File: config.mk
export PLATFORM = sky130hd
export DESIGN_NAME = cmb_device_flat
export DESIGN_NICKNAME = d
export VERILOG_FILES = /design/src/core/cmb_pkg.sv /design/src/core/cmb_if.sv /design/src/core/cmb_local_priority_field_sel.sv /design/src/core/cmb_device.sv /design/src/flat_wrapper.sv
export SDC_FILE = /design/constraint.sdc
export NUM_CORES = 2
export LEC_CHECK = 0
export ABC_AREA = 1
export BUFFER_PORTS_ARGS = -buffer_cell sky130_fd_sc_hd__buf_4
export CAP_MARGIN = 40
export CORE_AREA = 3 3 374 376
export DETAILED_ROUTE_END_ITERATION = 10
export DIE_AREA = 0 0 377 379
export PLACE_DENSITY = 0.63
export SYNTH_ARGS = -nofsm -noshare
export SYNTH_HDL_FRONTEND = slang
export SYNTH_SLANG_ARGS = --single-unit
export TNS_END_PERCENT = 20
File: constraint.sdc
create_clock -name pclk -period 5 [get_ports pclk]
set_input_delay 1 -clock pclk [delete_from_list [all_inputs] [get_ports pclk]]
set_output_delay 1 -clock pclk [all_outputs]
set_load 0.03 [all_outputs]
File: src/core/cmb_pkg.sv
// Shared constants and types for the CAN message buffering block.
package cmb_pkg;
  // Storage sizes.
  localparam int CMB_NTX = 3;
  localparam logic [3:0] CMB_MSG_BYTES = 4'hd;
  localparam logic [3:0] CMB_LOCAL_PRIORITY_FIELD_IDX = 4'hd;
  localparam logic [3:0] CMB_TSH_IDX = 4'he;
  localparam logic [3:0] CMB_TSL_IDX = 4'hf;
  localparam logic [3:0] CMB_RXTSH_IDX = 4'hd;
  localparam logic [3:0] CMB_RXTSL_IDX = 4'he;
  localparam logic [3:0] CMB_RX_LAST = 4'he;
  localparam logic [2:0] CMB_FIFO_DEPTH = 3'h5;
  localparam logic [2:0] CMB_FIFO_LAST = 3'h4;
  // Device register port pages and register addresses.
  localparam logic [1:0] CMB_PG_RX = 2'h0;
  localparam logic [1:0] CMB_PG_TX = 2'h1;
  localparam logic [5:0] CMB_A_TXFLG = 6'h20;
  localparam logic [5:0] CMB_A_ABORT = 6'h21;
  localparam logic [5:0] CMB_A_ACK = 6'h22;
  localparam logic [5:0] CMB_A_SEL = 6'h23;
  localparam logic [5:0] CMB_A_RXFLG = 6'h24;
  localparam logic [5:0] CMB_A_CTL = 6'h25;
  // Receive flag and control field positions.
  localparam int CMB_RXF_BIT = 0;
  localparam int CMB_OVR_BIT = 1;
  localparam int CMB_LOOP_BIT = 0;
  localparam int CMB_TXIE_BIT = 1;
  localparam int CMB_RXIE_BIT = 2;
  localparam int CMB_OVIE_BIT = 3;
  localparam int CMB_TSEN_BIT = 4;
  // Reset values.
  localparam logic [2:0] CMB_TXEMPTY_RST = 3'h7;
  localparam logic [7:0] CMB_CTL_RST = 8'h00;
  // Host APB register offsets.
  localparam logic [11:0] CMB_P_CMD = 12'h000;
  localparam logic [11:0] CMB_P_STAT = 12'h004;
  localparam logic [11:0] CMB_P_CTL = 12'h008;
  localparam logic [5:0] CMB_P_STAGE_PG = 6'h01;
  // Host commands.
  typedef enum logic [1:0] {
    CMB_OP_NONE = 2'b00,
    CMB_OP_SEND = 2'b01,
    CMB_OP_ABORT = 2'b10,
    CMB_OP_RECV = 2'b11
  } cmb_op_e;
  // Host sequencer states.
  typedef enum logic [2:0] {
    CMB_H_IDLE = 3'b000,
    CMB_H_FLAGS = 3'b001,
    CMB_H_WAITF = 3'b010,
    CMB_H_SEL = 3'b011,
    CMB_H_LOAD = 3'b100,
    CMB_H_READY = 3'b101,
    CMB_H_RECV = 3'b110,
    CMB_H_RCLR = 3'b111
  } cmb_hst_e;
  // Next slot of the five-entry receive ring.
  function automatic logic [2:0] cmb_inc5(input logic [2:0] p);
    return (p == CMB_FIFO_LAST) ? 3'h0 : p + 3'h1;
  endfunction
endpackage

File: src/core/cmb_if.sv
// Byte-wide register port between the host controller and the buffering device.
`timescale 1ns/1ns
`default_nettype none
interface cmb_if;
  logic [5:0] addr;
  logic wr;
  logic rd;
  logic [7:0] wdata;
  logic [7:0] rdata;
  logic rvalid;
  logic tx_irq;
  logic rx_irq;
  logic err_irq;
  modport dev(input addr, wr, rd, wdata, output rdata, rvalid, tx_irq, rx_irq, err_irq);
  modport host(output addr, wr, rd, wdata, input rdata, rvalid, tx_irq, rx_irq, err_irq);
endinterface
`default_nettype wire

File: src/core/cmb_local_priority_field_sel.sv
// Local priority selection among the ready transmit buffers.
`timescale 1ns/1ns
`default_nettype none
module cmb_local_priority_field_sel import cmb_pkg::*; (
  // Buffer state.
  input wire logic [CMB_NTX-1:0] ready,
  input wire logic [CMB_NTX-1:0][7:0] local_priority_field,
  // Selection.
  output logic any,
  output logic [1:0] pick
);
  logic [CMB_NTX-1:0] wins;

  // A buffer wins when no other ready buffer beats it; equal values go to the lower index.
  for (genvar i = 0; i < CMB_NTX; i++) begin : g_win
    always_comb begin
      wins[i] = ready[i];
      for (int j = 0; j < CMB_NTX; j++) begin
        if (j < i && ready[j] && local_priority_field[j] <= local_priority_field[i]) begin
          wins[i] = 1'b0;
        end
        if (j > i && ready[j] && local_priority_field[j] < local_priority_field[i]) begin
          wins[i] = 1'b0;
        end
      end
    end
  end

  // Exactly one bit of wins is set when any buffer is ready.
  assign any = |ready;
  assign pick = wins[0] ? 2'h0 : (wins[1] ? 2'h1 : 2'h2);
endmodule
`default_nettype wire

File: src/core/cmb_device.sv
// CAN message buffering device: triple transmit buffer and five-entry receive FIFO.
`timescale 1ns/1ns
`default_nettype none
module cmb_device import cmb_pkg::*; (
  // Clock, reset and enable.
  input wire logic pclk,
  input wire logic presetn,
  input wire logic ce,
  // Host register port.
  cmb_if.dev bus,
  // Transmit side of the protocol engine.
  output logic tx_pending,
  output logic [1:0] tx_buf,
  output logic [103:0] tx_msg,
  input wire logic tx_start,
  input wire logic tx_done,
  input wire logic tx_fail,
  input wire logic arb_lost,
  input wire logic [15:0] timestamp,
  // Receive side of the protocol engine.
  input wire logic rx_sof,
  input wire logic rx_byte_valid,
  input wire logic [7:0] rx_byte,
  input wire logic rx_accept,
  input wire logic rx_ok,
  input wire logic rx_bad,
  output logic rx_ack_en
);
  typedef struct packed {
    logic [2:0] tx_empty;
    logic [2:0] abort_req;
    logic [2:0] abort_ack;
    logic [1:0] sel;
    logic [CMB_NTX-1:0][15:0][7:0] txb;
    logic busy;
    logic [1:0] cur;
    logic [1:0] pick;
    logic pend;
    logic [12:0][7:0] msg;
    logic [14:0][7:0] bg;
    logic [3:0] bidx;
    logic own;
    logic [4:0][14:0][7:0] fifo;
    logic [2:0] rp;
    logic [2:0] wp;
    logic [2:0] cnt;
    logic ovr;
    logic [7:0] ctl;
    logic [7:0] rdata;
    logic rvalid;
    logic tx_irq;
    logic rx_irq;
    logic err_irq;
    logic ack_en;
  } cmb_dev_s;

  cmb_dev_s s;
  cmb_dev_s n;
  logic any;
  logic [1:0] pick;
  logic [CMB_NTX-1:0][7:0] prios;
  logic push;
  logic pop;

  // Priority field of each buffer feeds the selector.
  for (genvar i = 0; i < CMB_NTX; i++) begin : g_local_priority_field
    assign prios[i] = s.txb[i][CMB_LOCAL_PRIORITY_FIELD_IDX];
  end

  cmb_local_priority_field_sel u_sel (
    .ready(~s.tx_empty),
    .local_priority_field(prios),
    .any(any),
    .pick(pick)
  );

  // Next-state logic for the whole device.
  always_comb begin
    n = s;
    push = 1'b0;
    pop = 1'b0;
    n.rvalid = 1'b0;
    // Host writes; hardware updates below override them so a set is never lost.
    if (bus.wr) begin
      if (bus.addr[5:4] == CMB_PG_TX) begin
        if (s.tx_empty[s.sel] && bus.addr[3:0] <= CMB_LOCAL_PRIORITY_FIELD_IDX) begin
          n.txb[s.sel][bus.addr[3:0]] = bus.wdata;
        end
      end else begin
        case (bus.addr)
          CMB_A_TXFLG: begin
            n.tx_empty = s.tx_empty & ~bus.wdata[2:0];
            n.abort_ack = s.abort_ack & ~bus.wdata[2:0];
          end
          CMB_A_ABORT: n.abort_req = s.abort_req | (bus.wdata[2:0] & ~s.tx_empty);
          CMB_A_SEL: begin
            // The lowest requested buffer that is empty is mapped in.
            if (bus.wdata[0] && s.tx_empty[0]) begin
              n.sel = 2'h0;
            end else if (bus.wdata[1] && s.tx_empty[1]) begin
              n.sel = 2'h1;
            end else if (bus.wdata[2] && s.tx_empty[2]) begin
              n.sel = 2'h2;
            end
          end
          CMB_A_RXFLG: begin
            pop = bus.wdata[CMB_RXF_BIT] && (s.cnt != 3'h0);
            if (bus.wdata[CMB_OVR_BIT]) begin
              n.ovr = 1'b0;
            end
          end
          CMB_A_CTL: n.ctl = bus.wdata;
          default: ;
        endcase
      end
    end
    // Host reads answer one cycle later.
    if (bus.rd) begin
      n.rvalid = 1'b1;
      n.rdata = 8'h00;
      if (bus.addr[5:4] == CMB_PG_RX) begin
        if (s.cnt != 3'h0 && bus.addr[3:0] <= CMB_RX_LAST) begin
          n.rdata = s.fifo[s.rp][bus.addr[3:0]];
        end
      end else if (bus.addr[5:4] == CMB_PG_TX) begin
        n.rdata = s.txb[s.sel][bus.addr[3:0]];
      end else begin
        case (bus.addr)
          CMB_A_TXFLG: n.rdata = {5'h00, s.tx_empty};
          CMB_A_ABORT: n.rdata = {5'h00, s.abort_req};
          CMB_A_ACK: n.rdata = {5'h00, s.abort_ack};
          CMB_A_SEL: n.rdata = 8'h01 << s.sel;
          CMB_A_RXFLG: n.rdata = {6'h00, s.ovr, s.cnt != 3'h0};
          CMB_A_CTL: n.rdata = s.ctl;
          default: n.rdata = 8'h00;
        endcase
      end
    end
    // Selection runs every cycle, so it is fresh just before each start of frame.
    n.pick = pick;
    n.pend = any && !s.busy;
    n.msg = s.txb[pick][12:0];
    if (tx_start && s.pend && !s.tx_empty[s.pick]) begin
      n.busy = 1'b1;
      n.cur = s.pick;
      n.own = 1'b1;
    end
    // Successful send releases the buffer and stamps it.
    if (s.busy && tx_done) begin
      n.busy = 1'b0;
      n.tx_empty[s.cur] = 1'b1;
      n.abort_ack[s.cur] = 1'b0;
      n.abort_req[s.cur] = 1'b0;
      if (s.ctl[CMB_TSEN_BIT]) begin
        n.txb[s.cur][CMB_TSH_IDX] = timestamp[15:8];
        n.txb[s.cur][CMB_TSL_IDX] = timestamp[7:0];
      end
    end
    // An error or lost arbitration leaves the buffer ready for the next round.
    if (s.busy && (tx_fail || arb_lost)) begin
      n.busy = 1'b0;
    end
    if (arb_lost) begin
      n.own = 1'b0;
    end
    // Abort grants skip the buffer that is on the bus.
    for (int i = 0; i < CMB_NTX; i++) begin
      if (s.abort_req[i] && !n.tx_empty[i] && !(n.busy && n.cur == 2'(i))) begin
        n.abort_ack[i] = 1'b1;
        n.tx_empty[i] = 1'b1;
        n.abort_req[i] = 1'b0;
      end
    end
    // Background capture runs for every frame, own frames included.
    if (rx_sof) begin
      n.bidx = 4'h0;
    end
    if (rx_byte_valid && s.bidx < CMB_MSG_BYTES) begin
      n.bg[s.bidx] = rx_byte;
      n.bidx = s.bidx + 4'h1;
    end
    // Only a valid accepted frame that is not our own, or any such frame in loopback, leaves the background buffer.
    if (rx_ok && rx_accept && (!s.own || s.ctl[CMB_LOOP_BIT])) begin
      if (s.cnt == CMB_FIFO_DEPTH && !pop) begin
        n.ovr = 1'b1;
      end else begin
        push = 1'b1;
        n.fifo[s.wp] = s.bg;
        if (s.ctl[CMB_TSEN_BIT]) begin
          n.fifo[s.wp][CMB_RXTSH_IDX] = timestamp[15:8];
          n.fifo[s.wp][CMB_RXTSL_IDX] = timestamp[7:0];
        end
        n.wp = cmb_inc5(s.wp);
      end
    end
    if (rx_ok || rx_bad) begin
      n.own = 1'b0;
    end
    // Ring bookkeeping.
    if (pop) begin
      n.rp = cmb_inc5(s.rp);
    end
    if (push && !pop) begin
      n.cnt = s.cnt + 3'h1;
    end else if (pop && !push) begin
      n.cnt = s.cnt - 3'h1;
    end
    // Interrupt levels gated by their enables.
    n.tx_irq = n.ctl[CMB_TXIE_BIT] && (|n.tx_empty);
    n.rx_irq = n.ctl[CMB_RXIE_BIT] && (n.cnt != 3'h0);
    n.err_irq = n.ctl[CMB_OVIE_BIT] && n.ovr;
    n.ack_en = !(n.own && !n.ctl[CMB_LOOP_BIT]);
  end

  // State register; the clock enable freezes everything.
  always_ff @(posedge pclk or negedge presetn) begin
    if (!presetn) begin
      s <= '0;
      s.tx_empty <= CMB_TXEMPTY_RST;
      s.ctl <= CMB_CTL_RST;
      s.ack_en <= 1'b1;
    end else if (ce) begin
      s <= n;
    end
  end

  // Outputs come straight from the state register.
  assign bus.rdata = s.rdata;
  assign bus.rvalid = s.rvalid;
  assign bus.tx_irq = s.tx_irq;
  assign bus.rx_irq = s.rx_irq;
  assign bus.err_irq = s.err_irq;
  assign tx_pending = s.pend;
  assign tx_buf = s.pick;
  assign tx_msg = s.msg;
  assign rx_ack_en = s.ack_en;
endmodule
`default_nettype wire

File: src/flat_wrapper.sv
// flat-port wrapper written by rule: the top's interface ports become plain ports
module cmb_device_flat import cmb_pkg::*;
  (pclk, presetn, ce, tx_pending, tx_buf, tx_msg, tx_start, tx_done, tx_fail, arb_lost, timestamp, rx_sof, rx_byte_valid, rx_byte, rx_accept, rx_ok, rx_bad, rx_ack_en, bus_addr, bus_wr, bus_rd, bus_wdata, bus_rdata, bus_rvalid, bus_tx_irq, bus_rx_irq, bus_err_irq);
  cmb_if bus_i ();
  input wire logic pclk;
  input wire logic presetn;
  input wire logic ce;
  output logic tx_pending;
  output logic [1:0] tx_buf;
  output logic [103:0] tx_msg;
  input wire logic tx_start;
  input wire logic tx_done;
  input wire logic tx_fail;
  input wire logic arb_lost;
  input wire logic [15:0] timestamp;
  input wire logic rx_sof;
  input wire logic rx_byte_valid;
  input wire logic [7:0] rx_byte;
  input wire logic rx_accept;
  input wire logic rx_ok;
  input wire logic rx_bad;
  output logic rx_ack_en;
  input wire logic [$bits(bus_i.addr)-1:0] bus_addr;
  input wire logic [$bits(bus_i.wr)-1:0] bus_wr;
  input wire logic [$bits(bus_i.rd)-1:0] bus_rd;
  input wire logic [$bits(bus_i.wdata)-1:0] bus_wdata;
  output wire logic [$bits(bus_i.rdata)-1:0] bus_rdata;
  output wire logic [$bits(bus_i.rvalid)-1:0] bus_rvalid;
  output wire logic [$bits(bus_i.tx_irq)-1:0] bus_tx_irq;
  output wire logic [$bits(bus_i.rx_irq)-1:0] bus_rx_irq;
  output wire logic [$bits(bus_i.err_irq)-1:0] bus_err_irq;
  assign bus_i.addr = bus_addr;
  assign bus_i.wr = bus_wr;
  assign bus_i.rd = bus_rd;
  assign bus_i.wdata = bus_wdata;
  assign bus_rdata = bus_i.rdata;
  assign bus_rvalid = bus_i.rvalid;
  assign bus_tx_irq = bus_i.tx_irq;
  assign bus_rx_irq = bus_i.rx_irq;
  assign bus_err_irq = bus_i.err_irq;
  cmb_device u_core (.pclk(pclk), .presetn(presetn), .ce(ce), .bus(bus_i), .tx_pending(tx_pending), .tx_buf(tx_buf), .tx_msg(tx_msg), .tx_start(tx_start), .tx_done(tx_done), .tx_fail(tx_fail), .arb_lost(arb_lost), .timestamp(timestamp), .rx_sof(rx_sof), .rx_byte_valid(rx_byte_valid), .rx_byte(rx_byte), .rx_accept(rx_accept), .rx_ok(rx_ok), .rx_bad(rx_bad), .rx_ack_en(rx_ack_en));
endmodule
==> out/metrics.cfg <==
[power_and_ir_drop]
p_per_area_nw_per_um2 = 460.9
p_leak_nw = 32.19
ir_drop_v = 0.0004996

[sta]
slew_violations = 0
fmax_ghz = 0.2685
hold_viol = 0
finalSetupViolCount = 0
rsz0062_at_grt = no
post-route-period-util = 0.7450
tightest_slew_ps = 1092
fin_setup_tns_ps = 0
fin_skew_ps = 35.17
period_needed_ps = 3725
relSlewSlack = 0.2717

[routing]
via_count = 53730
postRouteAntennaNets = 0
avgViaCountPerCell = 5.574
first_iter_violations = 6465
firstDrtPassIters = 9
drcViolationCount = 0
drt_wl_total_um = 202800
wl_per_cell_um = 21.04

[synth]
yosys_most_used_dff = dfrtp_1
postSynthAreaPerCell_sq_um = 7.738
yosys.area.top_type = dfrtp_1
ys_seq_area_frac = 0.5145
synth.distinct_cells = 45
syn-num-nets = 8014
synth_most_common_cell = nand2_1
syn_inst = 7927
ys_async_sr_fraction = 1.000
synth-seq-cells = 1261
synthTopCellsByArea = dfrtp_1, nand2_1, o21ai_0
yosys-top-cells-count = nand2_1, dfrtp_1, o21ai_0, nand3_1, nor2_1
synth.top_cell.area_share = 0.5128
synth_area_sq_um = 61340
yosysWarnings = 0
synth_edf_count = 0

[critical_path]
cp.required_ps = 5700
rr_worst_depth = 13
worstSetupPathType = flop to flop
cp-end-kind = flop
r2r_end = u_core.tx_msg[18]$_DFFE_PN0P_
reg2reg_from = u_core.prios[17]$_DFFE_PN0P_
arrival_ps = 4430
reg2reg_slack_ps = 1280
worstSetupStartpointType = flop
path_max_fanout = 53

[floorplanning]
num_rows = 136
start_util = 0.4472
die-area_sq_um = 142900
die_h_um = 379
core_sq_um = 137200
die_w_um = 377
num_io_pins = 172

[layout]
final_cells = 9639
fill_cells = 13270
nets = 7815
syn_to_final_growth_pct = 11.05
drive_gt1_frac = 0.08402

[cts]
cts_setup_buffers = 0
cts.sinks = 1261
cts_root_buffer = clkbuf_16
cts-resized-gates = 0
clk_latency_ps = 780
h-tree-depth = 4
hold_buffers = 0
tritoncts = yes
cts_inserted_buffers = 142
cts_buffer_depth = 3
clk_pin_slew_ps = 60

[grt]
grt_pass1_vias = 50970
grt_first_pass_wirelength_um = 311600
grt_max_degree = 241
antenna_found_initial = 0
grt_overflow = 0
grt_usage = 0.2820

[placement]
dp_cells = 9378
numPortBuffers = 171
routabilityCongestion = 0.9785
hpwl_um = 124900

[run]
cap_violations = 0

[outcome]
status = finished clean

[min_path]
hold_class = input port to asynchronous set/reset pin

## area by class of cell
cell class                 instances  area, sq um  area share
antenna                            2        5.005  0.00007348
clock buffer                     220         4373     0.06420
clock inverter                    39        483.0    0.007090
inverter                         451         1700     0.02496
multi-input combinational       5563        24850      0.3648
sequential                      1261        31570      0.4635
tap                             1794         2245     0.03295
timing repair buffer             309         2889     0.04241
## layout by cell type (no fill, tap or decap), types with 32 or more instances in the layout
master / netlist / layout
inv_1: 434 / 430
or2_2: 52 / 52
nand3_1: 739 / 738
clkbuf_16: 0 / 147
buf_4: 115 / 258
nand2_1: 2417 / 2411
o21ai_0: 767 / 767
dfrtp_1: 1257 / 1254
ha_1: 35 / 35
o21ai_1: 545 / 545
buf_12: 0 / 33
clkbuf_8: 0 / 42
a21oi_1: 56 / 54
o221ai_1: 32 / 32
nor2_1: 737 / 731
## state kept, by name (all words and copies together) (netlist names)
register            count
u_core.tx_msg         104
u_core.bus.rdata        8
u_core.bus.rvalid       1
u_core.s             1117
u_core.tx_pending       1
u_core.bus.rx_irq       1
u_core.bus.tx_irq       1
u_core.prios           24
u_core.rx_ack_en        1
u_core.bus.err_irq      1
u_core.tx_buf           2
## worst max-delay path by stage
| stage | cells past startpoint | startpoint | end |
|---|---|---|---|
| after floorplan | 16 | bus_addr[1] | u_core.s[110]$_DFFE_PN0P_ |
| after global placement | 9 | bus_addr[2] | u_core.s[994]$_DFFE_PN0P_ |
| after detailed placement | 14 | bus_addr[3] | u_core.s[97]$_DFFE_PN0P_ |
| after CTS | 15 | u_core.prios[9]$_DFFE_PN0P_ | u_core.tx_msg[16]$_DFFE_PN0P_ |
| after global routing | 15 | u_core.prios[9]$_DFFE_PN0P_ | u_core.tx_msg[18]$_DFFE_PN0P_ |
| final | 13 | u_core.prios[17]$_DFFE_PN0P_ | u_core.tx_msg[18]$_DFFE_PN0P_ |
## critical path: stages, from the launching register on
cell     delay (ps)
dfrtp_1         430
ha_1            290
o21ai_0          80
nand2_1          70
nand3_1          70
nand2_1          90
nand3_1         130
a21oi_4         160
buf_4           690
buf_4           770
nand3_1         160
nand3_1         440
nand2_1         110
nand2_1          80
## metrics by stage
stage / setup WS, ps / hold slack, ps / utilization / area (sq um) / power, W
2_1_floorplan: 2255 / 445.1 / - / 61340 / 0.01800
3_3_place_gp: 1308 / 460.0 / 0.4584 / 62870 / 0.02034
3_5_place_dp: 1276 / 465.8 / 0.4612 / 63250 / 0.02063
4_1_cts: 1453 / 208.3 / 0.4966 / 68110 / 0.03148
5_1_grt: 1180 / 198.0 / 0.4966 / 68110 / 0.03297
6_report: 1275 / 168.9 / 0.4966 / 68120 / 0.03139
## routing by layer
metal  wire length, um  GRT usage  vias up
li1                  -          -    25150
met1             83800     0.3747    25750
met2             92290     0.4444     2374
met3             16890    0.05370      454
met4              9859     0.1362        0
met5                 0          0        -
## power by group
group / switching (W) / total, W / internal (W)
Sequential: 0.00122 / 0.0134 / 0.0122
Clock: 0.00440 / 0.0108 / 0.00641
Combinational: 0.00506 / 0.00715 / 0.00209
## kinds of logic (layout without fill, tap and decap cells)
group / count (synthesis) / after routing / synth area share
other: 0 / 2 / 0
AO/OA/AOI/OAI: 1473 / 1473 / 0.1246
AND/OR/NAND/NOR: 4053 / 4053 / 0.2712
buffers and inverters: 1103 / 1019 / 0.08227
adder cells (fa/ha/maj): 35 / 35 / 0.007139
XOR/XNOR: 2 / 2 / 0.0002856
flip-flops: 1261 / 1261 / 0.5145
Power figures use the tool's default switching activity.
